**src/txdl_pkg.sv**
```systemverilog
package txdl_pkg;
	localparam int ADDR_W = 32;
	localparam int DATA_W = 32;
	localparam int BCNT_W = 13;
	localparam int BE_W = 4;
	// Descriptor word 0 layout
	localparam int FE_BIT = 31;
	localparam int STOP_BIT = 30;
	localparam int HIRQ_BIT = 29;
	localparam int BCNT_LSB = 16;
	// Descriptor word 3 layout
	localparam int DONE_BIT = 30;
	localparam logic [BCNT_W-1:0] BCNT_MAX = 13'h1FFF;
	localparam logic [ADDR_W-1:0] DONE_WORD_OFS = 32'h0000000C;
	localparam logic [ADDR_W-1:0] WORD_STEP = 32'h00000004;
	localparam logic [1:0] DESC_BURST_LEN = 2'h2;
	localparam logic [1:0] SINGLE_LEN = 2'h0;
	localparam logic [1:0] WIDX_DATAPTR = 2'h2;
	localparam logic [1:0] WIDX_NEXT = 2'h1;
	localparam logic [2:0] BYTES_PER_WORD = 3'h4;
	localparam logic [1:0] ALIGN_ZERO = 2'h0;

	typedef enum logic [2:0] {
		TXDL_IDLE = 3'b000,
		TXDL_FETCH_REQ = 3'b001,
		TXDL_FETCH_RD = 3'b010,
		TXDL_CHECK = 3'b011,
		TXDL_DATA_REQ = 3'b100,
		TXDL_DATA_RD = 3'b101,
		TXDL_DONE_WR = 3'b110,
		TXDL_HALT = 3'b111
	} txdl_state_t;

	typedef struct packed {
		logic [DATA_W-1:0] data;
		logic [BE_W-1:0] be;
		logic frame_end;
	} txdl_fifo_word_t;

	typedef struct packed {
		logic host_irq;
		logic bad_desc;
		logic done;
	} txdl_vector_t;
endpackage

```
**src/txdl_tx_dma.sv**
```systemverilog
// What this block does
// - Data words pass to the FIFO unswapped, little endian byte lanes kept.
// - Own data FIFO port per channel and direction; vectors to shared vector FIFO.
// - Descriptor and data pointers are full 32-bit, followed anywhere.
// - One global list end policy input governs this channel.
// - Frame end tags travel with data through the FIFO, any protocol mode.
// - First three descriptor words read as one burst on init, poll, restart or branch.
// - Channel writes fourth descriptor word when finished.
// - Init loads list base pointer and fetches the descriptor there.
// - Last bytes of a frame end section are tagged with frame end.
// - Stop flag only honoured under policy 0.
// - Policy 0: branch if stop clear, else halt until poll or restart.
// - Policy 1: branch unless current equals final; else halt until new final or restart.
// - Byte count up to 8191 bytes, 13-bit field.
// - No data and no frame end gives vector with bad descriptor flag.
// - Host interrupt flag gives vector when the done word write is granted, aborted sections included.
// - First three descriptor words stored on chip before its data is fetched.
// - Reset or init during data read drops next pointer, uses base pointer.
// - Data section may start at any byte address.
// - Done mark written on normal end or on init or transmitter reset abort.
`timescale 1ns/1ps
`default_nettype none
module txdl_tx_dma
	import txdl_pkg::*;
(
	input wire logic ref_clk,
	input wire logic nrst,
	input wire logic list_end_policy,
	input wire logic [txdl_pkg::ADDR_W-1:0] tx_list_base_pointer,
	input wire logic [txdl_pkg::ADDR_W-1:0] final_tx_descriptor_address,
	input wire logic final_addr_wr,
	input wire logic cmd_init,
	input wire logic cmd_poll,
	input wire logic transmit_restart_command,
	input wire logic cmd_tx_reset,
	output logic mem_req_r,
	output logic mem_we_r,
	output logic [txdl_pkg::ADDR_W-1:0] mem_addr_r,
	output logic [1:0] mem_len_r,
	output logic [txdl_pkg::DATA_W-1:0] mem_wdata_r,
	input wire logic mem_gnt,
	input wire logic mem_rvalid,
	input wire logic [txdl_pkg::DATA_W-1:0] mem_rdata,
	output logic fifo_push_r,
	output txdl_pkg::txdl_fifo_word_t fifo_word_r,
	input wire logic fifo_ready,
	output logic vec_valid_r,
	output txdl_pkg::txdl_vector_t vec_r,
	output logic tx_active_r,
	output logic [txdl_pkg::ADDR_W-1:0] current_tx_descriptor_address_r
);
	import txdl_pkg::*;

	txdl_state_t st_r, st_nxt;
	logic [ADDR_W-1:0] cur_r, cur_nxt, next_ptr_r, next_ptr_nxt, dptr_r, dptr_nxt;
	logic [BCNT_W-1:0] rem_r, rem_nxt;
	logic [1:0] widx_r, widx_nxt;
	logic fe_r, fe_nxt, stop_r, stop_nxt, hirq_r, hirq_nxt, bad_r, bad_nxt;
	logic redir_init_r, redir_init_nxt, redir_rst_r, redir_rst_nxt;
	logic mem_req_nxt, mem_we_nxt, fifo_push_nxt, vec_valid_nxt, active_nxt;
	logic [ADDR_W-1:0] mem_addr_nxt;
	logic [1:0] mem_len_nxt;
	logic [DATA_W-1:0] mem_wdata_nxt;
	txdl_fifo_word_t fifo_word_nxt;
	txdl_vector_t vec_nxt;
	logic [1:0] offs;
	logic [2:0] avail, take;
	logic [7:0] mask8;
	logic [BE_W-1:0] be_v;
	logic reactivate, at_list_end, busy;

	// Only the first word of a section can start off a word boundary
	always_comb
	begin
		offs = dptr_r[1:0];
		avail = BYTES_PER_WORD - {1'b0, offs};
		take = (rem_r < {10'h000, avail}) ? rem_r[2:0] : avail;
		mask8 = (8'h01 << take) - 8'h01;
		be_v = 4'(mask8 << offs);
	end

	assign busy = (st_r != TXDL_IDLE) && (st_r != TXDL_HALT);
	assign reactivate = list_end_policy ? (final_addr_wr || transmit_restart_command)
		: (cmd_poll || transmit_restart_command);
	assign at_list_end = list_end_policy ? (cur_r == final_tx_descriptor_address) : stop_r;

	always_comb
	begin
		st_nxt = st_r;
		cur_nxt = cur_r;
		next_ptr_nxt = next_ptr_r;
		dptr_nxt = dptr_r;
		rem_nxt = rem_r;
		widx_nxt = widx_r;
		fe_nxt = fe_r;
		stop_nxt = stop_r;
		hirq_nxt = hirq_r;
		bad_nxt = bad_r;
		redir_init_nxt = redir_init_r;
		redir_rst_nxt = redir_rst_r;
		mem_req_nxt = mem_req_r && !mem_gnt;
		mem_we_nxt = mem_we_r;
		mem_addr_nxt = mem_addr_r;
		mem_len_nxt = mem_len_r;
		mem_wdata_nxt = mem_wdata_r;
		fifo_push_nxt = fifo_push_r && !fifo_ready;
		fifo_word_nxt = fifo_word_r;
		vec_valid_nxt = 1'b0;
		vec_nxt = vec_r;
		active_nxt = busy;
		if (busy && cmd_init)
			redir_init_nxt = 1'b1;
		if (busy && cmd_tx_reset)
			redir_rst_nxt = 1'b1;
		unique case (st_r)
			TXDL_IDLE, TXDL_HALT:
			begin
				if (cmd_init)
				begin
					cur_nxt = tx_list_base_pointer;
					st_nxt = TXDL_FETCH_REQ;
					mem_req_nxt = 1'b1;
					mem_we_nxt = 1'b0;
					mem_len_nxt = DESC_BURST_LEN;
					mem_addr_nxt = tx_list_base_pointer;
				end
				else if (cmd_tx_reset)
					next_ptr_nxt = tx_list_base_pointer;
				else if (st_r == TXDL_HALT && reactivate)
				begin
					cur_nxt = next_ptr_r;
					st_nxt = TXDL_FETCH_REQ;
					mem_req_nxt = 1'b1;
					mem_we_nxt = 1'b0;
					mem_len_nxt = DESC_BURST_LEN;
					mem_addr_nxt = next_ptr_r;
				end
			end
			TXDL_FETCH_REQ:
			begin
				widx_nxt = 2'h0;
				if (mem_gnt)
					st_nxt = TXDL_FETCH_RD;
			end
			TXDL_FETCH_RD:
			begin
				if (mem_rvalid)
				begin
					widx_nxt = widx_r + 2'h1;
					if (widx_r == 2'h0)
					begin
						fe_nxt = mem_rdata[FE_BIT];
						stop_nxt = mem_rdata[STOP_BIT];
						hirq_nxt = mem_rdata[HIRQ_BIT];
						rem_nxt = mem_rdata[BCNT_LSB +: BCNT_W];
					end
					else if (widx_r == WIDX_NEXT)
						next_ptr_nxt = mem_rdata;
					else
					begin
						dptr_nxt = mem_rdata;
						st_nxt = TXDL_CHECK;
					end
				end
			end
			TXDL_CHECK:
			begin
				bad_nxt = (rem_r == '0) && !fe_r;
				if (rem_r == '0)
				begin
					// An empty frame end section still needs its tag in the FIFO
					if (fe_r)
					begin
						fifo_push_nxt = 1'b1;
						fifo_word_nxt = '{data: '0, be: '0, frame_end: 1'b1};
					end
					st_nxt = TXDL_DONE_WR;
					mem_req_nxt = 1'b1;
					mem_we_nxt = 1'b1;
					mem_len_nxt = SINGLE_LEN;
					mem_addr_nxt = cur_r + DONE_WORD_OFS;
					mem_wdata_nxt = '0;
					mem_wdata_nxt[DONE_BIT] = 1'b1;
				end
				else
					st_nxt = TXDL_DATA_REQ;
			end
			TXDL_DATA_REQ:
			begin
				if (redir_init_r || redir_rst_r || rem_r == '0)
				begin
					st_nxt = TXDL_DONE_WR;
					mem_req_nxt = 1'b1;
					mem_we_nxt = 1'b1;
					mem_len_nxt = SINGLE_LEN;
					mem_addr_nxt = cur_r + DONE_WORD_OFS;
					mem_wdata_nxt = '0;
					mem_wdata_nxt[DONE_BIT] = 1'b1;
				end
				else if (!fifo_push_r)
				begin
					// One word in flight keeps FIFO back-pressure exact
					st_nxt = TXDL_DATA_RD;
					mem_req_nxt = 1'b1;
					mem_we_nxt = 1'b0;
					mem_len_nxt = SINGLE_LEN;
					mem_addr_nxt = {dptr_r[ADDR_W-1:2], ALIGN_ZERO};
				end
			end
			TXDL_DATA_RD:
			begin
				if (mem_rvalid)
				begin
					fifo_push_nxt = 1'b1;
					fifo_word_nxt.data = mem_rdata;
					fifo_word_nxt.be = be_v;
					fifo_word_nxt.frame_end = fe_r && (rem_r == {10'h000, take});
					rem_nxt = rem_r - {10'h000, take};
					dptr_nxt = {dptr_r[ADDR_W-1:2], ALIGN_ZERO} + WORD_STEP;
					st_nxt = TXDL_DATA_REQ;
				end
			end
			TXDL_DONE_WR:
			begin
				if (mem_gnt)
				begin
					vec_valid_nxt = hirq_r || bad_r;
					vec_nxt = '{host_irq: hirq_r, bad_desc: bad_r, done: 1'b1};
					redir_init_nxt = 1'b0;
					redir_rst_nxt = 1'b0;
					if (redir_init_r || redir_rst_r)
						next_ptr_nxt = tx_list_base_pointer;
					if (redir_init_r || (!redir_rst_r && !at_list_end))
					begin
						cur_nxt = redir_init_r ? tx_list_base_pointer : next_ptr_r;
						st_nxt = TXDL_FETCH_REQ;
						mem_req_nxt = 1'b1;
						mem_we_nxt = 1'b0;
						mem_len_nxt = DESC_BURST_LEN;
						mem_addr_nxt = redir_init_r ? tx_list_base_pointer : next_ptr_r;
					end
					else
						st_nxt = TXDL_HALT;
				end
			end
		endcase
	end

	always_ff @(posedge ref_clk)
	begin
		if (!nrst)
		begin
			st_r <= TXDL_IDLE;
			cur_r <= '0;
			next_ptr_r <= '0;
			dptr_r <= '0;
			rem_r <= '0;
			widx_r <= '0;
			fe_r <= 1'b0;
			stop_r <= 1'b0;
			hirq_r <= 1'b0;
			bad_r <= 1'b0;
			redir_init_r <= 1'b0;
			redir_rst_r <= 1'b0;
			mem_req_r <= 1'b0;
			mem_we_r <= 1'b0;
			mem_addr_r <= '0;
			mem_len_r <= '0;
			mem_wdata_r <= '0;
			fifo_push_r <= 1'b0;
			fifo_word_r <= '0;
			vec_valid_r <= 1'b0;
			vec_r <= '0;
			tx_active_r <= 1'b0;
		end
		else
		begin
			st_r <= st_nxt;
			cur_r <= cur_nxt;
			next_ptr_r <= next_ptr_nxt;
			dptr_r <= dptr_nxt;
			rem_r <= rem_nxt;
			widx_r <= widx_nxt;
			fe_r <= fe_nxt;
			stop_r <= stop_nxt;
			hirq_r <= hirq_nxt;
			bad_r <= bad_nxt;
			redir_init_r <= redir_init_nxt;
			redir_rst_r <= redir_rst_nxt;
			mem_req_r <= mem_req_nxt;
			mem_we_r <= mem_we_nxt;
			mem_addr_r <= mem_addr_nxt;
			mem_len_r <= mem_len_nxt;
			mem_wdata_r <= mem_wdata_nxt;
			fifo_push_r <= fifo_push_nxt;
			fifo_word_r <= fifo_word_nxt;
			vec_valid_r <= vec_valid_nxt;
			vec_r <= vec_nxt;
			tx_active_r <= active_nxt;
		end
	end

	assign current_tx_descriptor_address_r = cur_r;
endmodule // txdl_tx_dma
`default_nettype wire

```
**config.mk**
```make
export PLATFORM = sky130hd
export DESIGN_NAME = txdl_tx_dma
export DESIGN_NICKNAME = d
export VERILOG_FILES = /design/src/txdl_pkg.sv /design/src/txdl_tx_dma.sv
export SDC_FILE = /design/constraint.sdc
export NUM_CORES = 1
export LEC_CHECK = 0
export BUFFER_PORTS_ARGS = -buffer_cell sky130_fd_sc_hd__buf_4
export CAP_MARGIN = 20
export CORE_ASPECT_RATIO = 0.8
export CORE_UTILIZATION = 24
export CTS_CLUSTER_SIZE = 24
export DETAILED_ROUTE_END_ITERATION = 16
export HOLD_SLACK_MARGIN = 0.15
export PLACE_DENSITY = 0.46
export SETUP_SLACK_MARGIN = 0.1
export SYNTH_ARGS = -nofsm -noshare
export SYNTH_HDL_FRONTEND = slang
export SYNTH_SLANG_ARGS = --single-unit
export TNS_END_PERCENT = 20
```
**constraint.sdc**
```tcl
create_clock -name ref_clk -period 6.87 [get_ports ref_clk]
set_input_delay 1.0305 -clock ref_clk [delete_from_list [all_inputs] [get_ports ref_clk]]
set_output_delay 1.0305 -clock ref_clk [all_outputs]
set_load 0.05 [all_outputs]
```
==> flow_summary.ini <==
[detailed_routing]
route.detailed.drc = 0
drt-pass1-iter-count = 6
ant_nets = 0
wl_per_cell_um = 20.82
num_vias = 11840
routed_via_density = 5.215
drt_wl_total_mm = 47.29
drtIter0Drc = 926

[worst_setup_path]
crit_path_end_kind = flip-flop
critical_path.startpoint_type = flip-flop
crit_arrival_ps = 4080
regToRegSetupSlack_ps = 3150
rr_startpoint = dptr_r[0]
crit_buf_inv = 2
worst_ep_required_time_ps = 7230
slowest_delay_ps = 680
crit_slowest_cell = a21boi_1
cp_max_fo = 10
rr_worst_depth = 14
crit_chain = inv_1 > ha_1 > nor2b_1 > o21bai_1 > a21o_1 > nand2_1 > o21ai_0 > ha_1 > inv_1 > ha_1 > a21o_1 > a21boi_1 > a31oi_1 > o221a_2
r2r-end = rem_r[4]
critPathKind = reg2reg
critical_path.top_delay_family = compound AO/OA/AOI/OAI gates
cp_common_cell = ha_1

[clock_network]
cts.hold.buffers_added = 0
clock_path_buffers = 2
cts.sinks = 199
cts_tree = built
clock_latency_ps = 470
cts.repair.resized = 0
path_clk_slew_ps = 80
cts_root_buffer = clkbuf_16
postCtsSetupRepairBufs = 0
htreeDepth = 4
cts_buffers = 17

[sta]
max_slew_margin_pct = 33.44
period_minus_slack_ps = 3722
hold_viol_final = 0
fin_crit_sh_pct = 54.17
fmax_ghz = 0.2687
setup_viol = 0
maxSlewViolCount = 0
whs_ps = 458.8
finalSetupTns_ps = 0
fin_skew_ps = 12.62
tightest_slew_ps = 997.1
rsz0062_at_grt = false

[final_layout]
final_cells = 2271
final_core_util_pct = 29.62
fillCellCount = 5178
seq_area_um2 = 3984
stdcell_area_um2 = 14380
areaGrowthSynthToFinish_pct = 21.43
multi_input_area_um2 = 7063
drive_above_1_share_pct = 19.93
nets = 1745

[floorplan]
die_h_um = 200.7
io-pin-count = 250
row_count = 72
fp.dieW_um = 250.4
core_area_um2 = 48560
start_util_pct = 24.39
die_area_um2 = 50250

[job]
maxCapViolations = 0

[synthesis]
synthArstFlopShare_pct = 0
synth_top_cell_by_area = dfxtp_1
netlist.area_leader.share_pct = 33.64
synth_cell_types = 78
ys_seq_area_share_pct = 33.64
synth-edff-count = 0
synthTopCellsByArea = dfxtp_1 (34%), nand2_1 (7.0%), mux2i_1 (5.4%)
synthTopCellsByCount = nand2_1 (222), dfxtp_1 (199), nor2_1 (134), clkbuf_1 (94), a21oi_1 (82)
synth_most_common_cell = nand2_1
yosys_warnings = 0
ys.flop_type = dfxtp_1
netlist_area_um2 = 11840
avgSynthCellArea_um2 = 7.896
synth.ff_latch_count = 199
synthCells = 1500

[power]
swShare_pct = 49.53
peakVddDrop_uv = 260.5
p_int_mw = 3.267
p_leak_nw = 5.699
pwr-share-clk_pct = 17.0
p_seq_share_pct = 29.9
power_frac_comb_pct = 53.1
power.density_nw_per_um2 = 450.1
p_switching_mw = 3.206

[global_route]
grt_max_degree = 95
antenna_found_initial = 4
grt.overflow.total = 0
grt_usage_pct = 18.51
grt_pass1_wl_mm = 71.00
grt_pass1_vias = 11190

[min_path]
min_delay_worst_endpoint = vec_r[2]
hp-class = reg2reg
hp-start = vec_r[2]
whs_path_depth = 2

[placed_design]
place_area_um2 = 13770
hpwl_mm = 34.63
port_buffers = 217
gp_congestion = 0.8631
dp_cells = 2239

[status]
status = completed
-- area by class of cell --
cell class,instances,share of cell area (%)
antenna,1,0.01740
clock buffer,19,3.080
clock inverter,12,1.148
inverter,38,1.000
multi-input combinational,1135,49.11
sequential,199,27.70
tap,629,5.472
timing repair buffer,238,12.48
-- metrics by stage --
step	power, mW	setup slack (ps)
2_1_floorplan	4.400	3437
3_3_place_gp	5.350	3115
3_5_place_dp	5.384	3076
4_1_cts	6.512	3171
5_1_grt	6.881	2783
6_report	6.474	3148
-- worst max-delay path by stage --
stage	end	cells past startpoint	start
CTS	rem_r[4]	14	dptr_r[0]
global route	rem_r[4]	15	dptr_r[0]
global placement	mem_addr_r[7]	9	final_tx_descriptor_address[6]
finish	rem_r[4]	14	dptr_r[0]
detailed placement	mem_addr_r[13]	9	final_tx_descriptor_address[6]
floorplan	rem_r[9]	16	dptr_r[0]
-- cell families (layout without fill, tap and decap cells) --
| family | Yosys count | after routing | synth area share (%) |
|---|---|---|---|
| DFF | 199 | 199 | 33.64 |
| other | 1 | 33 | 0.03166 |
| muxes | 97 | 97 | 8.546 |
| xor gates and xnor gates | 48 | 48 | 3.550 |
| AOI/OAI and AO/OA | 406 | 406 | 23.81 |
| and+or+nand+nor | 543 | 543 | 21.48 |
| buffers and inverters | 197 | 307 | 7.997 |
| adders and majority gates | 9 | 9 | 0.9508 |
-- worst min-delay path, delay by kind of cell, from the launching register on --
kind,cells,cell delay [ps]
compound gates,1,50
simple gates,1,50
flops,1,310
-- cell usage in the layout, fill, tap and decap left out, types with 11 or more instances in the layout --
cell type,Yosys,final
a21o_1,13,13
buf_4,35,237
xnor2_1,14,14
dfxtp_1,199,199
and3_1,11,11
nor2_1,134,133
a31oi_1,14,14
a222oi_1,16,16
o21ai_0,72,72
a22oi_1,50,50
nor3_1,26,25
a211oi_1,15,15
mux2_2,33,33
clkbuf_16,0,17
o21ai_1,11,11
nand3_1,44,44
nor4_1,14,13
a311oi_1,35,35
inv_1,37,37
xor2_1,34,34
conb_1,1,32
o31ai_1,24,23
a21oi_1,82,81
mux2i_1,64,64
nand2_1,222,222
nand4_1,14,14
and2_1,11,11
-- metal layers --
layer | track usage [%] | up-vias | wire, µm
met5 | 0 | - | 30
met4 | 4.579 | 4 | 751
met3 | 3.566 | 39 | 2492
met2 | 28.53 | 370 | 21390
met1 | 26.30 | 5780 | 22630
li1 | - | 5651 | -
-- power groups by stage --
stage | Clock, mW | Sequential [mW] | Combinational (mW)
2_1_floorplan | 0 | 2.29 | 2.11
3_3_place_gp | 0 | 1.95 | 3.40
3_5_place_dp | 0 | 1.95 | 3.43
4_1_cts | 1.14 | 1.93 | 3.44
5_1_grt | 1.19 | 1.99 | 3.70
6_report | 1.10 | 1.93 | 3.44
-- flip-flops by register name (all words and copies together), names as in the netlist, 2 cells and up --
| name | cells |
|---|---|
| mem_addr_r | 32 |
| vec_r | 3 |
| next_ptr_r | 32 |
| rem_r | 13 |
| dptr_r | 32 |
| fifo_word_r | 37 |
| widx_r | 2 |
| current_tx_descriptor_address_r | 32 |
| st_r | 3 |
No activity file was read; power rests on OpenSTA's default activity.
